### src/logic/arac_pkg.sv
// Constants shared by the drive-bus register access control block.
//
// Behaviour
// The flush bit clears itself one clock after firmware sets it.
// While flush is set, the sector FIFO pointers and data buffers are cleared.
// Firmware flushes the sector FIFO after any abnormally ended FIFO transfer.
// Setting the read bit starts one drive register read; it stays set until done.
// A finished read loads the holding register and clears both start bits.
// With read and write set together, only the read is performed.
// Setting the write bit drives the holding value in one write; it self-clears.
// The four-bit select field in bits 7 to 4 addresses every transfer.
// Select bit 3 low addresses the command block, lower bits choose the register.
// Select bit 3 high addresses the control block, lower bits choose the register.
// The data register moves 16 bits; every other drive register moves 8 bits.
// Reserved drive register addresses are executed like any other access.
// The holding register has low and high bytes, firmware read/write, reset zero.
// Bit 0 reads the sector counter's top bit and ignores writes.
package arac_pkg;

    // ----------------------------------------------------------------
    // Register addresses on the microcontroller data bus
    // ----------------------------------------------------------------
    localparam logic [15:0] ARAC_HOLD_LO_ADDR = 16'hF0D2;
    localparam logic [15:0] ARAC_HOLD_HI_ADDR = 16'hF0D3;
    localparam logic [15:0] ARAC_CTRL_ADDR = 16'hF0D4;

    // ----------------------------------------------------------------
    // Control register field positions
    // ----------------------------------------------------------------
    localparam int ARAC_SECT_MSB_BIT = 0;
    localparam int ARAC_FLUSH_BIT = 1;
    localparam int ARAC_RD_BIT = 2;
    localparam int ARAC_WR_BIT = 3;
    localparam int ARAC_SEL_LSB = 4;
    localparam int ARAC_SEL_MSB = 7;
    localparam int ARAC_SEL_BLOCK_BIT = 3;

    // ----------------------------------------------------------------
    // Reset values and codes
    // ----------------------------------------------------------------
    localparam logic [7:0] ARAC_BYTE_RESET = 8'h00;
    localparam logic [3:0] ARAC_SEL_RESET = 4'h0;
    localparam logic [3:0] ARAC_DATA_REG_SEL = 4'h0;
    localparam logic [7:0] ARAC_UNMAPPED_READ = 8'h00;
    localparam logic [7:0] ARAC_CNT_ZERO = 8'h00;
    localparam logic [7:0] ARAC_CNT_ONE = 8'h01;

    // Default strobe timing, in core clock cycles.
    localparam int ARAC_SETUP_CYCLES = 3;
    localparam int ARAC_PULSE_CYCLES = 8;
    localparam int ARAC_RECOVERY_CYCLES = 4;

    typedef enum logic [1:0] {
        ARAC_IDLE,
        ARAC_SETUP,
        ARAC_STROBE,
        ARAC_RECOVER
    } arac_state_t;

endpackage

### src/logic/arac_core.sv
// Drive-bus register access control: single register transfers and FIFO flush.
`timescale 1ns/1ps
`default_nettype none
module arac_core
#(
    parameter logic [7:0] SETUP_CYCLES = 8'(arac_pkg::ARAC_SETUP_CYCLES),
    parameter logic [7:0] PULSE_CYCLES = 8'(arac_pkg::ARAC_PULSE_CYCLES),
    parameter logic [7:0] RECOVERY_CYCLES = 8'(arac_pkg::ARAC_RECOVERY_CYCLES)
)
(
    // Clock and reset
    input wire logic mclk,
    input wire logic arst_n,
    // Microcontroller data bus
    input wire logic [15:0] xaddr,
    input wire logic [7:0] xwdata,
    input wire logic xwr,
    input wire logic xrd,
    output logic [7:0] xrdata,
    // Sector FIFO and counter
    output logic sector_fifo_flush,
    input wire logic sector_count_msb,
    output logic transfer_busy,
    // Drive bus
    output logic drv_cs0_n,
    output logic drv_cs1_n,
    output logic [2:0] drv_addr,
    output logic drv_rd_n,
    output logic drv_wr_n,
    output logic [15:0] drv_data_out,
    output logic drv_data_oe_lo,
    output logic drv_data_oe_hi,
    input wire logic [15:0] drv_data_in
);
    import arac_pkg::*;

    // ----------------------------------------------------------------
    // Register state
    // ----------------------------------------------------------------
    logic [7:0] hold_lo;
    logic [7:0] hold_hi;
    logic [3:0] drive_register_select;
    logic bus_register_read_go;
    logic bus_register_write_go;
    logic flush;
    arac_state_t state;
    arac_state_t next_state;
    logic [7:0] cnt;
    logic op_read;
    logic op_wide;
    logic [3:0] op_sel;
    logic [15:0] din_meta;
    logic [15:0] din_sync;

    // ----------------------------------------------------------------
    // Decode
    // ----------------------------------------------------------------
    wire hit_lo = xaddr == ARAC_HOLD_LO_ADDR;
    wire hit_hi = xaddr == ARAC_HOLD_HI_ADDR;
    wire hit_ctrl = xaddr == ARAC_CTRL_ADDR;
    wire wr_lo = xwr && hit_lo;
    wire wr_hi = xwr && hit_hi;
    wire wr_ctrl = xwr && hit_ctrl;
    wire set_rd = wr_ctrl && xwdata[ARAC_RD_BIT];
    wire set_wr = wr_ctrl && xwdata[ARAC_WR_BIT];
    wire idle = state == ARAC_IDLE;
    wire start = idle && (bus_register_read_go || bus_register_write_go);
    wire cnt_done = cnt == ARAC_CNT_ONE;
    wire done = state == ARAC_RECOVER && cnt_done;
    wire read_capture = state == ARAC_STROBE && cnt_done && op_read;
    wire start_wide = drive_register_select == ARAC_DATA_REG_SEL;
    wire [7:0] ctrl_view = {drive_register_select, bus_register_write_go,
                            bus_register_read_go, flush, sector_count_msb};
    wire [7:0] next_rdata = hit_lo ? hold_lo :
                            hit_hi ? hold_hi :
                            hit_ctrl ? ctrl_view : ARAC_UNMAPPED_READ;
    // Read data of an 8-bit register lands in the low byte, high byte cleared.
    wire [7:0] cap_hi = op_wide ? din_sync[15:8] : ARAC_BYTE_RESET;

    // ----------------------------------------------------------------
    // Transfer sequencer
    // ----------------------------------------------------------------
    always_comb
    begin
        next_state = state;
        unique case (state)
            ARAC_IDLE:
            begin
                if (start)
                    next_state = ARAC_SETUP;
            end
            ARAC_SETUP:
            begin
                if (cnt_done)
                    next_state = ARAC_STROBE;
            end
            ARAC_STROBE:
            begin
                if (cnt_done)
                    next_state = ARAC_RECOVER;
            end
            ARAC_RECOVER:
            begin
                if (cnt_done)
                    next_state = ARAC_IDLE;
            end
        endcase
    end

    wire [7:0] next_cnt = start ? SETUP_CYCLES :
                          (state == ARAC_SETUP && cnt_done) ? PULSE_CYCLES :
                          (state == ARAC_STROBE && cnt_done) ? RECOVERY_CYCLES :
                          (cnt != ARAC_CNT_ZERO) ? cnt - ARAC_CNT_ONE : ARAC_CNT_ZERO;

    always_ff @(posedge mclk or negedge arst_n)
    begin
        if (!arst_n)
        begin
            state <= ARAC_IDLE;
            cnt <= ARAC_CNT_ZERO;
        end
        else
        begin
            state <= next_state;
            cnt <= next_cnt;
        end
    end

    // Transfer attributes are frozen at start so firmware edits cannot disturb it.
    always_ff @(posedge mclk or negedge arst_n)
    begin
        if (!arst_n)
        begin
            op_read <= 1'b0;
            op_wide <= 1'b0;
            op_sel <= ARAC_SEL_RESET;
        end
        else if (start)
        begin
            op_read <= bus_register_read_go;
            op_wide <= start_wide;
            op_sel <= drive_register_select;
        end
    end

    // ----------------------------------------------------------------
    // Drive data input synchroniser
    // ----------------------------------------------------------------
    always_ff @(posedge mclk or negedge arst_n)
    begin
        if (!arst_n)
        begin
            din_meta <= 16'h0000;
            din_sync <= 16'h0000;
        end
        else
        begin
            din_meta <= drv_data_in;
            din_sync <= din_meta;
        end
    end

    // ----------------------------------------------------------------
    // Control register
    // ----------------------------------------------------------------
    always_ff @(posedge mclk or negedge arst_n)
    begin
        if (!arst_n)
        begin
            drive_register_select <= ARAC_SEL_RESET;
            bus_register_read_go <= 1'b0;
            bus_register_write_go <= 1'b0;
            flush <= 1'b0;
        end
        else
        begin
            if (wr_ctrl)
                drive_register_select <= xwdata[ARAC_SEL_MSB:ARAC_SEL_LSB];
            flush <= wr_ctrl && xwdata[ARAC_FLUSH_BIT];
            // A firmware start in the completion cycle wins over the self-clear.
            if (set_rd)
                bus_register_read_go <= 1'b1;
            else if (done)
                bus_register_read_go <= 1'b0;
            if (set_wr)
                bus_register_write_go <= 1'b1;
            else if (done)
                bus_register_write_go <= 1'b0;
        end
    end

    // ----------------------------------------------------------------
    // Holding register
    // ----------------------------------------------------------------
    always_ff @(posedge mclk or negedge arst_n)
    begin
        if (!arst_n)
        begin
            hold_lo <= ARAC_BYTE_RESET;
            hold_hi <= ARAC_BYTE_RESET;
        end
        else if (read_capture)
        begin
            hold_lo <= din_sync[7:0];
            hold_hi <= cap_hi;
        end
        else
        begin
            if (wr_lo)
                hold_lo <= xwdata;
            if (wr_hi)
                hold_hi <= xwdata;
        end
    end

    // ----------------------------------------------------------------
    // Read data and drive bus outputs
    // ----------------------------------------------------------------
    wire active = !idle;
    wire strobe = state == ARAC_STROBE;
    wire drive_out = active && !op_read;

    always_ff @(posedge mclk or negedge arst_n)
    begin
        if (!arst_n)
        begin
            xrdata <= ARAC_UNMAPPED_READ;
            drv_cs0_n <= 1'b1;
            drv_cs1_n <= 1'b1;
            drv_addr <= 3'h0;
            drv_rd_n <= 1'b1;
            drv_wr_n <= 1'b1;
            drv_data_out <= 16'h0000;
            drv_data_oe_lo <= 1'b0;
            drv_data_oe_hi <= 1'b0;
        end
        else
        begin
            if (xrd)
                xrdata <= next_rdata;
            drv_cs0_n <= !(active && !op_sel[ARAC_SEL_BLOCK_BIT]);
            drv_cs1_n <= !(active && op_sel[ARAC_SEL_BLOCK_BIT]);
            drv_addr <= op_sel[2:0];
            drv_rd_n <= !(strobe && op_read);
            drv_wr_n <= !(strobe && !op_read);
            drv_data_out <= {hold_hi, hold_lo};
            drv_data_oe_lo <= drive_out;
            drv_data_oe_hi <= drive_out && op_wide;
        end
    end

    assign sector_fifo_flush = flush;
    assign transfer_busy = active;

endmodule
`default_nettype wire

### config.mk
export PLATFORM = sky130hd
export DESIGN_NAME = arac_core
export DESIGN_NICKNAME = d
export VERILOG_FILES = /design/src/logic/arac_pkg.sv /design/src/logic/arac_core.sv
export SDC_FILE = /design/constraint.sdc
export NUM_CORES = 1
export LEC_CHECK = 0
export BUFFER_PORTS_ARGS = -buffer_cell sky130_fd_sc_hd__buf_2
export CAP_MARGIN = 5
export CORE_ASPECT_RATIO = 0.75
export CORE_UTILIZATION = 40
export CTS_CLUSTER_DIAMETER = 200
export DETAILED_ROUTE_END_ITERATION = 7
export PLACE_DENSITY = 0.6
export SLEW_MARGIN = 20
export SYNTH_ARGS = -nofsm -noshare
export SYNTH_HDL_FRONTEND = slang
export SYNTH_SLANG_ARGS = --single-unit
### constraint.sdc
create_clock -name mclk -period 2.6 [get_ports mclk]
set_input_delay 0.52 -clock mclk [delete_from_list [all_inputs] [get_ports mclk]]
set_output_delay 0.52 -clock mclk [all_outputs]
set_load 0.02 [all_outputs]
==> results of run 1 <==
[stage by stage]
stage | utilization (%) | cells
after floorplan | - | 302
after global placement | 48.2 | 504
after detailed placement | 48.2 | 504
after CTS | 51.1 | 519
after global routing | 51.1 | 519
final | 51.1 | 519
[power by group through the flow]
stage | clock network (uW) | registers [uW] | logic, uW
final | 1190 | 1860 | 580
after global routing | 1300 | 1880 | 657
after CTS | 1230 | 1860 | 585
after detailed placement | 0 | 1890 | 583
after global placement | 0 | 1880 | 577
after floorplan | 0 | 1890 | 371
[final timing paths]
kind                                 from      endpoint  slack (ns)  depth (start not counted)
max                                cnt[4]    hold_lo[3]        0.41                          4
min                                arst_n        cnt[1]        0.07                          1
max reg2reg                        cnt[4]    hold_lo[3]        0.41                          4
min reg2reg                  din_meta[13]  din_sync[13]        0.35                          0
max in group asynchronous          arst_n  din_sync[13]        1.90                          2
min in group mclk          drv_data_in[5]   din_meta[5]        0.28                          1
[placed cells by master, fill, tap and decap left out, types with 2 or more instances in the layout]
cell         n
a31oi_1     24
a21oi_1      2
buf_2       78
a22o_1       2
dfrtp_1    100
or3b_2       2
and3_1       2
clkbuf_16    9
nor2_1      12
and4_1       4
and2_0       2
o32a_1       2
clkinv_4     2
buf_4        9
clkinv_2     4
dfstp_2      4
or4_1        3
or2_2        2
nand4_1      2
nor2b_1      9
a22oi_1     16
a2bb2oi_1    8
o21ai_0     30
nor3b_1      5
ha_1         6
xnor2_1      3
nand2_1     21
mux2_2       8
nor4_1       2
inv_1        6
[flip-flops by register name (all words and copies together), names as in the netlist, 2 cells and up]
name	count
cnt	8
hold_lo	8
din_meta	16
din_sync	16
xrdata	8
hold_hi	8
drv_addr	3
drive_register_select	4
state	2
drv_data_out	16
op_sel	4
[logic make-up after synthesis]
kind of cell               synth area share (%)
AOI/OAI and AO/OA                          14.7
muxes                                      2.61
xor gates and xnor gates                  0.902
DFF                                        67.1
buffers and inverters                      2.32
and+or+nand+nor                            10.4
adders and majority gates                  1.93
[routing by layer]
layer,vias up,share of wire [%],routed length (um),global-route usage [%]
met4,0,2.2,182,8.28
met5,-,0,0,0
met1,1328,49,4110,26.6
li1,1263,-,-,-
met3,15,6.4,539,5.78
met2,106,42,3530,24.8
[worst max-delay path, cell delays in order, from the launching register on]
cell	delay [ns]
dfrtp_1	0.42
or4_1	0.69
nor2_1	0.33
nand3_1	0.39
a2bb2oi_1	0.24
[synth_stat cells (all sizes together), types with 3 or more instances]
cell type	count	area, um^2
xnor2	3	26.3
a22oi	16	120
dfrtp	100	2500
dfstp	4	105
and2	3	18.8
inv	6	22.5
ha	6	75.1
or4	3	22.5
o21ai	30	150
and4	4	35.0
a31oi	24	150
nand2	21	78.8
a2bb2oi	8	70.1
clkbuf	7	26.3
buf	7	41.3
nor3b	5	37.5
mux2	9	101
nor2	12	45.0
nor2b	9	56.3
[final cells by class]
class	count	area share, %
tap	128	3.40
clock buffer	9	4.77
timing repair buffer	88	10.1
clock inverter	6	0.796
inverter	6	0.477
multi-input combinational	178	25.1
sequential	104	55.3
==> out/results.ini, run 1 <==
[setup_path]
required_ns = 2.82
path_max_fanout = 8
crit_type = reg -> reg
cp_data_arrival_time_ns = 2.42
crit_path_start_kind = flip-flop
end_kind = flip-flop

[clocking]
clk_latency_ns = 0.34
clockRootBuffer = clkbuf_16
ctsResizeCount = 0
cts_buffers = 9
htree_levels = 3
hold_buffers = 0
post_cts_buffers = 0
cts_tree = done
cts.path.max_buffers = 2
clock-sinks = 104
path_clk_slew_ns = 0.07

[power]
pwr-share-comb_pct = 16.0
power_density_nw_per_um2 = 769
power.share.clock_pct = 32.7
switchingPower_uw = 984
power_frac_seq_pct = 51.3
ir_drop_uv = 400
power.total_uw = 3630
power.share.switching_pct = 27.1
internal_power_uw = 2650
leakage_uw = 0.00229

[detailed_routing]
drc = 0
vias_per_cell = 5.23
drt_iter0_markers = 232
routed_wl_um = 8370
avgRoutedWirePerCell_um = 16.1
dr.pass1.iters = 4
ant_nets = 0
num_vias = 2712

[timing]
timing.final.hold_violations = 0
fin_crit_ns = 2.19
finalSetupViolations = 0
slew_viol_final = 0
fin_crit_sh_pct = 84.4
worst_slack_ns = 0.405
fin_skew_ns = 0.00592
max_slew.worst_pin.slew_ns = 0.650
whs_ns = 0.0710
rsz0062_at_grt = false
slew_headroom_pct = 56.7
fmax_mhz = 456
fin_setup_tns_ns = 0

[placement]
place_area_um2 = 4450
dp.final_hpwl_um = 6000
gp_congestion = 0.782
place_ws_ns = 0.445
port_buffers = 79

[synthesis]
synthCells = 302
postSynthAreaPerCell_um2 = 12.9
synth_edf_count = 0
syn_nets = 353
syn_area_um2 = 3880
synth-async-reset-ratio_pct = 100
ys_seq_area_share_pct = 67.1
yosys_warnings = 0
synth_ff_type = dfrtp_1
ys_ff_latch = 104
netlist-cell-type-count = 41

[floorplan]
die_h_um = 87.3
io-pin-count = 80
initial_core_util_pct = 42.1
fp-row-count = 30
coreArea_um2 = 9230
die-area_um2 = 10100
die_w_um = 116

[cells_and_area]
diodes = 0
design_area_um2 = 4720
final_layout_size_suffix_gt1_share_pct = 30.9
num-fill-cells = 846
syn_to_final_growth_pct = 21.5
fin_nets = 438
register_area_um2 = 2610
multi_input_area_um2 = 1190

[global_route]
grtUsageTotal_pct = 18.3
grt_pass1_wl_um = 13500
grt_pass1_vias = 2609
antenna_found_initial = 0
overflow = 0
grt_max_degree = 58

[run_status]
status = finished, final reports clean

[worst_hold_path]
hold_class = in -> async

[flow_run]
drv_cap = 0

Note: power is estimated with default switching activity, not from simulation.
==> inputs of run 2 (changes only) <==
--- a/config.mk
+++ b/config.mk
@@ -5,6 +5,7 @@
 export SDC_FILE = /design/constraint.sdc
 export NUM_CORES = 1
 export LEC_CHECK = 0
+export ABC_AREA = 1
 export BUFFER_PORTS_ARGS = -buffer_cell sky130_fd_sc_hd__buf_2
 export CAP_MARGIN = 5
 export CORE_ASPECT_RATIO = 0.75
==> constraint.sdc (replaced) <==
create_clock -name mclk -period 2.2 [get_ports mclk]
set_input_delay 0.44 -clock mclk [delete_from_list [all_inputs] [get_ports mclk]]
set_output_delay 0.44 -clock mclk [all_outputs]
set_load 0.02 [all_outputs]
==> out/results.ini, run 2 <==
[run_status]
status = finished, final reports clean  ; unchanged

[synthesis]
synth_edf_count = 0  ; unchanged
ys_ff_latch = 104  ; unchanged
synthTopCellsByArea = dfrtp_1 (61%), nand2_1 (10%), nand3_1 (7.6%)  ; was dfrtp_1 (64%), a31oi_1 (3.9%), o21ai_0 (3.9%)
synth_ff_type = dfrtp_1  ; unchanged
ys_seq_area_share_pct = 63.2  ; was 67.1%
netlist-cell-type-count = 31  ; was 41
yosys_warnings = 0  ; unchanged
postSynthAreaPerCell_um2 = 10.2  ; was 12.9 um^2
synth_largest_type_area_fraction_pct = 60.7  ; was 64.4%
synth-async-reset-ratio_pct = 100  ; unchanged
synthCells = 404  ; was 302
yosysMostFrequentCell = nand2_1  ; was dfrtp_1
yosys.area.top_type = dfrtp_1  ; unchanged
synth_common_cells = nand2_1 (114), dfrtp_1 (100), nand3_1 (63)  ; was dfrtp_1 (100), o21ai_0 (30), a31oi_1 (24)
syn_area_um2 = 4130  ; was 3880 um^2
syn_nets = 455  ; was 353

[placement]
gp_congestion = 0.871  ; was 0.782
dp.cells = 612  ; was 504
place_ws_ns = 0.466  ; was 0.445 ns
dp.final_hpwl_um = 6320  ; was 6000 um
port_buffers = 79  ; unchanged

[detailed_routing]
ant_nets = 0  ; unchanged
drc = 0  ; unchanged
num_vias = 2932  ; was 2712
drt_iter0_markers = 212  ; was 232
routed_wl_um = 8370  ; unchanged
dr.pass1.iters = 5  ; was 4
avgRoutedWirePerCell_um = 13.3  ; was 16.1 um
vias_per_cell = 4.67  ; was 5.23

[timing]
finalSetupViolations = 0  ; unchanged
fin_crit_ns = 1.85
fin_crit_sh_pct = 84.3
worst_slack_ns = 0.346  ; was 0.405 ns
timing.final.hold_violations = 0  ; unchanged
fin_skew_ns = 0.00548  ; was 0.00592 ns
slew_viol_final = 0  ; unchanged
fmax_mhz = 539
max_slew.worst_pin.slew_ns = 0.550  ; was 0.650 ns
rsz0062_at_grt = false  ; unchanged
slew_headroom_pct = 63.3  ; was 56.7%
fin_setup_tns_ns = 0  ; unchanged

[setup_path]
slowest_delay_ns = 0.42  ; was 0.69 ns
path_max_fanout = 7  ; was 8
critical_path.cell_chain = inv_1 > ha_1 > inv_1 > buf_2  ; was or4_1 > nor2_1 > nand3_1 > a2bb2oi_1
crit_type = reg -> out  ; was reg -> reg
reg2reg_depth = 9  ; was 4
required_ns = 1.76  ; was 2.82 ns
crit_path_end = transfer_busy  ; was hold_lo[3]
cp_data_arrival_time_ns = 1.41  ; was 2.42 ns
regToRegSetupSlack_ns = 0.48  ; was 0.41 ns
crit_path_start_kind = flip-flop  ; unchanged
reg2reg_to = hold_hi[7]  ; was hold_lo[3]
r2r-start = cnt[1]  ; was cnt[4]
cpMostUsedCell = inv_1
cpMaxStageDelayCell = dfrtp_1  ; was or4_1
cp-startpoint = state[1]  ; was cnt[4]
end_kind = primary output  ; was flip-flop

[clocking]
hold_buffers = 0  ; unchanged
post_cts_buffers = 0  ; unchanged
clk_latency_ns = 0.35  ; was 0.34 ns
clock-sinks = 104  ; unchanged
clockRootBuffer = clkbuf_16  ; unchanged
cts.path.max_buffers = 2  ; unchanged
ctsResizeCount = 0  ; unchanged
htree_levels = 3  ; unchanged
cts_tree = done  ; unchanged
path_clk_slew_ns = 0.07  ; about the same
cts_buffers = 9  ; unchanged

[global_route]
grt_max_degree = 43  ; was 58
antenna_found_initial = 0  ; unchanged
overflow = 0  ; unchanged
grtUsageTotal_pct = 16.9  ; was 18.3%
grt_pass1_wl_um = 13700  ; was 13500 um
grt_pass1_vias = 2674  ; was 2609

[cells_and_area]
final_cell_mix = nand2_1 (114), dfrtp_1 (100), buf_2 (78)  ; was dfrtp_1 (100), buf_2 (78), o21ai_0 (30)
final_common_cell = nand2_1  ; was dfrtp_1
final_layout_size_suffix_gt1_share_pct = 26.4  ; was 30.9%
fin_nets = 542  ; was 438
largestRegisters = din_meta x16, din_sync x16, drv_data_out x16  ; unchanged
diodes = 0  ; unchanged
fin_cells = 628  ; was 519
syn_to_final_growth_pct = 20.7  ; was 21.5%

[floorplan]
die_h_um = 89.9  ; was 87.3 um
die_w_um = 119  ; was 116 um
initial_core_util_pct = 41.9  ; was 42.1%
die-area_um2 = 10700  ; was 10100 um^2
coreArea_um2 = 9850  ; was 9230 um^2
io-pin-count = 80  ; unchanged
fp-row-count = 31  ; was 30

[flow_run]
drv_cap = 0  ; unchanged

[power]
leakage_uw = 0.00256  ; was 0.00229 uW
power_density_nw_per_um2 = 1000  ; was 769 nW/um^2
power.total_uw = 5000  ; was 3630 uW
ir_drop_uv = 468  ; was 400 uV

[worst_hold_path]
hold_class = in -> async  ; unchanged

-- run 2: cell types whose count changed in the layout (fill, tap and decap cells not counted), sizes merged, moves of 8 or more --
cell,previous run,this run
nand3,1,67
nand2,21,121
nor2,12,30
a31oi,24,0
o21ai,30,22
a22oi,16,0
inv,6,29
nor2b,9,0
a2bb2oi,8,0
mux2,9,0
-- run 2: how the worst min path moves through the flow --
stage | from | end | cells after the start
2_1_floorplan | arst_n | bus_register_read_go | 0
3_3_place_gp | din_meta[9] | din_sync[9] | 0
3_5_place_dp | din_meta[0] | din_sync[0] | 0
4_1_cts | arst_n | op_sel[1] | 1
5_1_grt | arst_n | xrdata[3] | 1
6_report | arst_n | xrdata[3] | 1
-- run 2: cell families (layout without fill, tap and decap cells) --
kind of cell	count (synthesis)	count (layout)	share of synthesized area, %
compound gates	25	25	3.12
xor+xnor	6	6	1.27
fa+ha+maj	6	6	1.82
buf+inv	36	128	4.03
flops	104	104	63.2
simple gates	227	227	26.5
-- run 2: critical path: cells and delay by family, from the launching register on --
family,cells,cell delay (ns)
DFF,1,0.42
buffers and inverters,3,0.35
adders and majority gates,1,0.29
-- run 2: per-stage QoR --
stage               cell area (um^2)  utilization (%)  hold WS, ns
finish                          4980             50.5       0.0825
global route                    4980             50.5        0.109
detailed placement              4680             47.5        0.335
floorplan                       4130                -        0.144
global placement                4680             47.5        0.336
CTS                             4980             50.5       0.0932
-- run 2: layer usage --
metal / GRT usage [%] / share of wire, %
met5: 0 / 0
met4: 5.70 / 1.5
met3: 4.89 / 7.1
met2: 22.1 / 40
met1: 26.3 / 52
-- run 2: power by group --
group          switching, uW  total (uW)  internal (uW)
Sequential               204        2410           2200
Combinational            661        1050            390
Clock                    740        1540            800
-- run 2: area by class of cell --
| cell class | instances | area [um^2] |
|---|---|---|
| Tap cell | 132 | 165 |
| Timing Repair Buffer | 84 | 448 |
| Sequential cell | 104 | 2610 |
| Inverter | 28 | 106 |
| Fill cell | 909 | 4870 |
| Multi-Input combinational cell | 264 | 1350 |
| Clock inverter | 7 | 76.3 |
| Clock buffer | 9 | 225 |
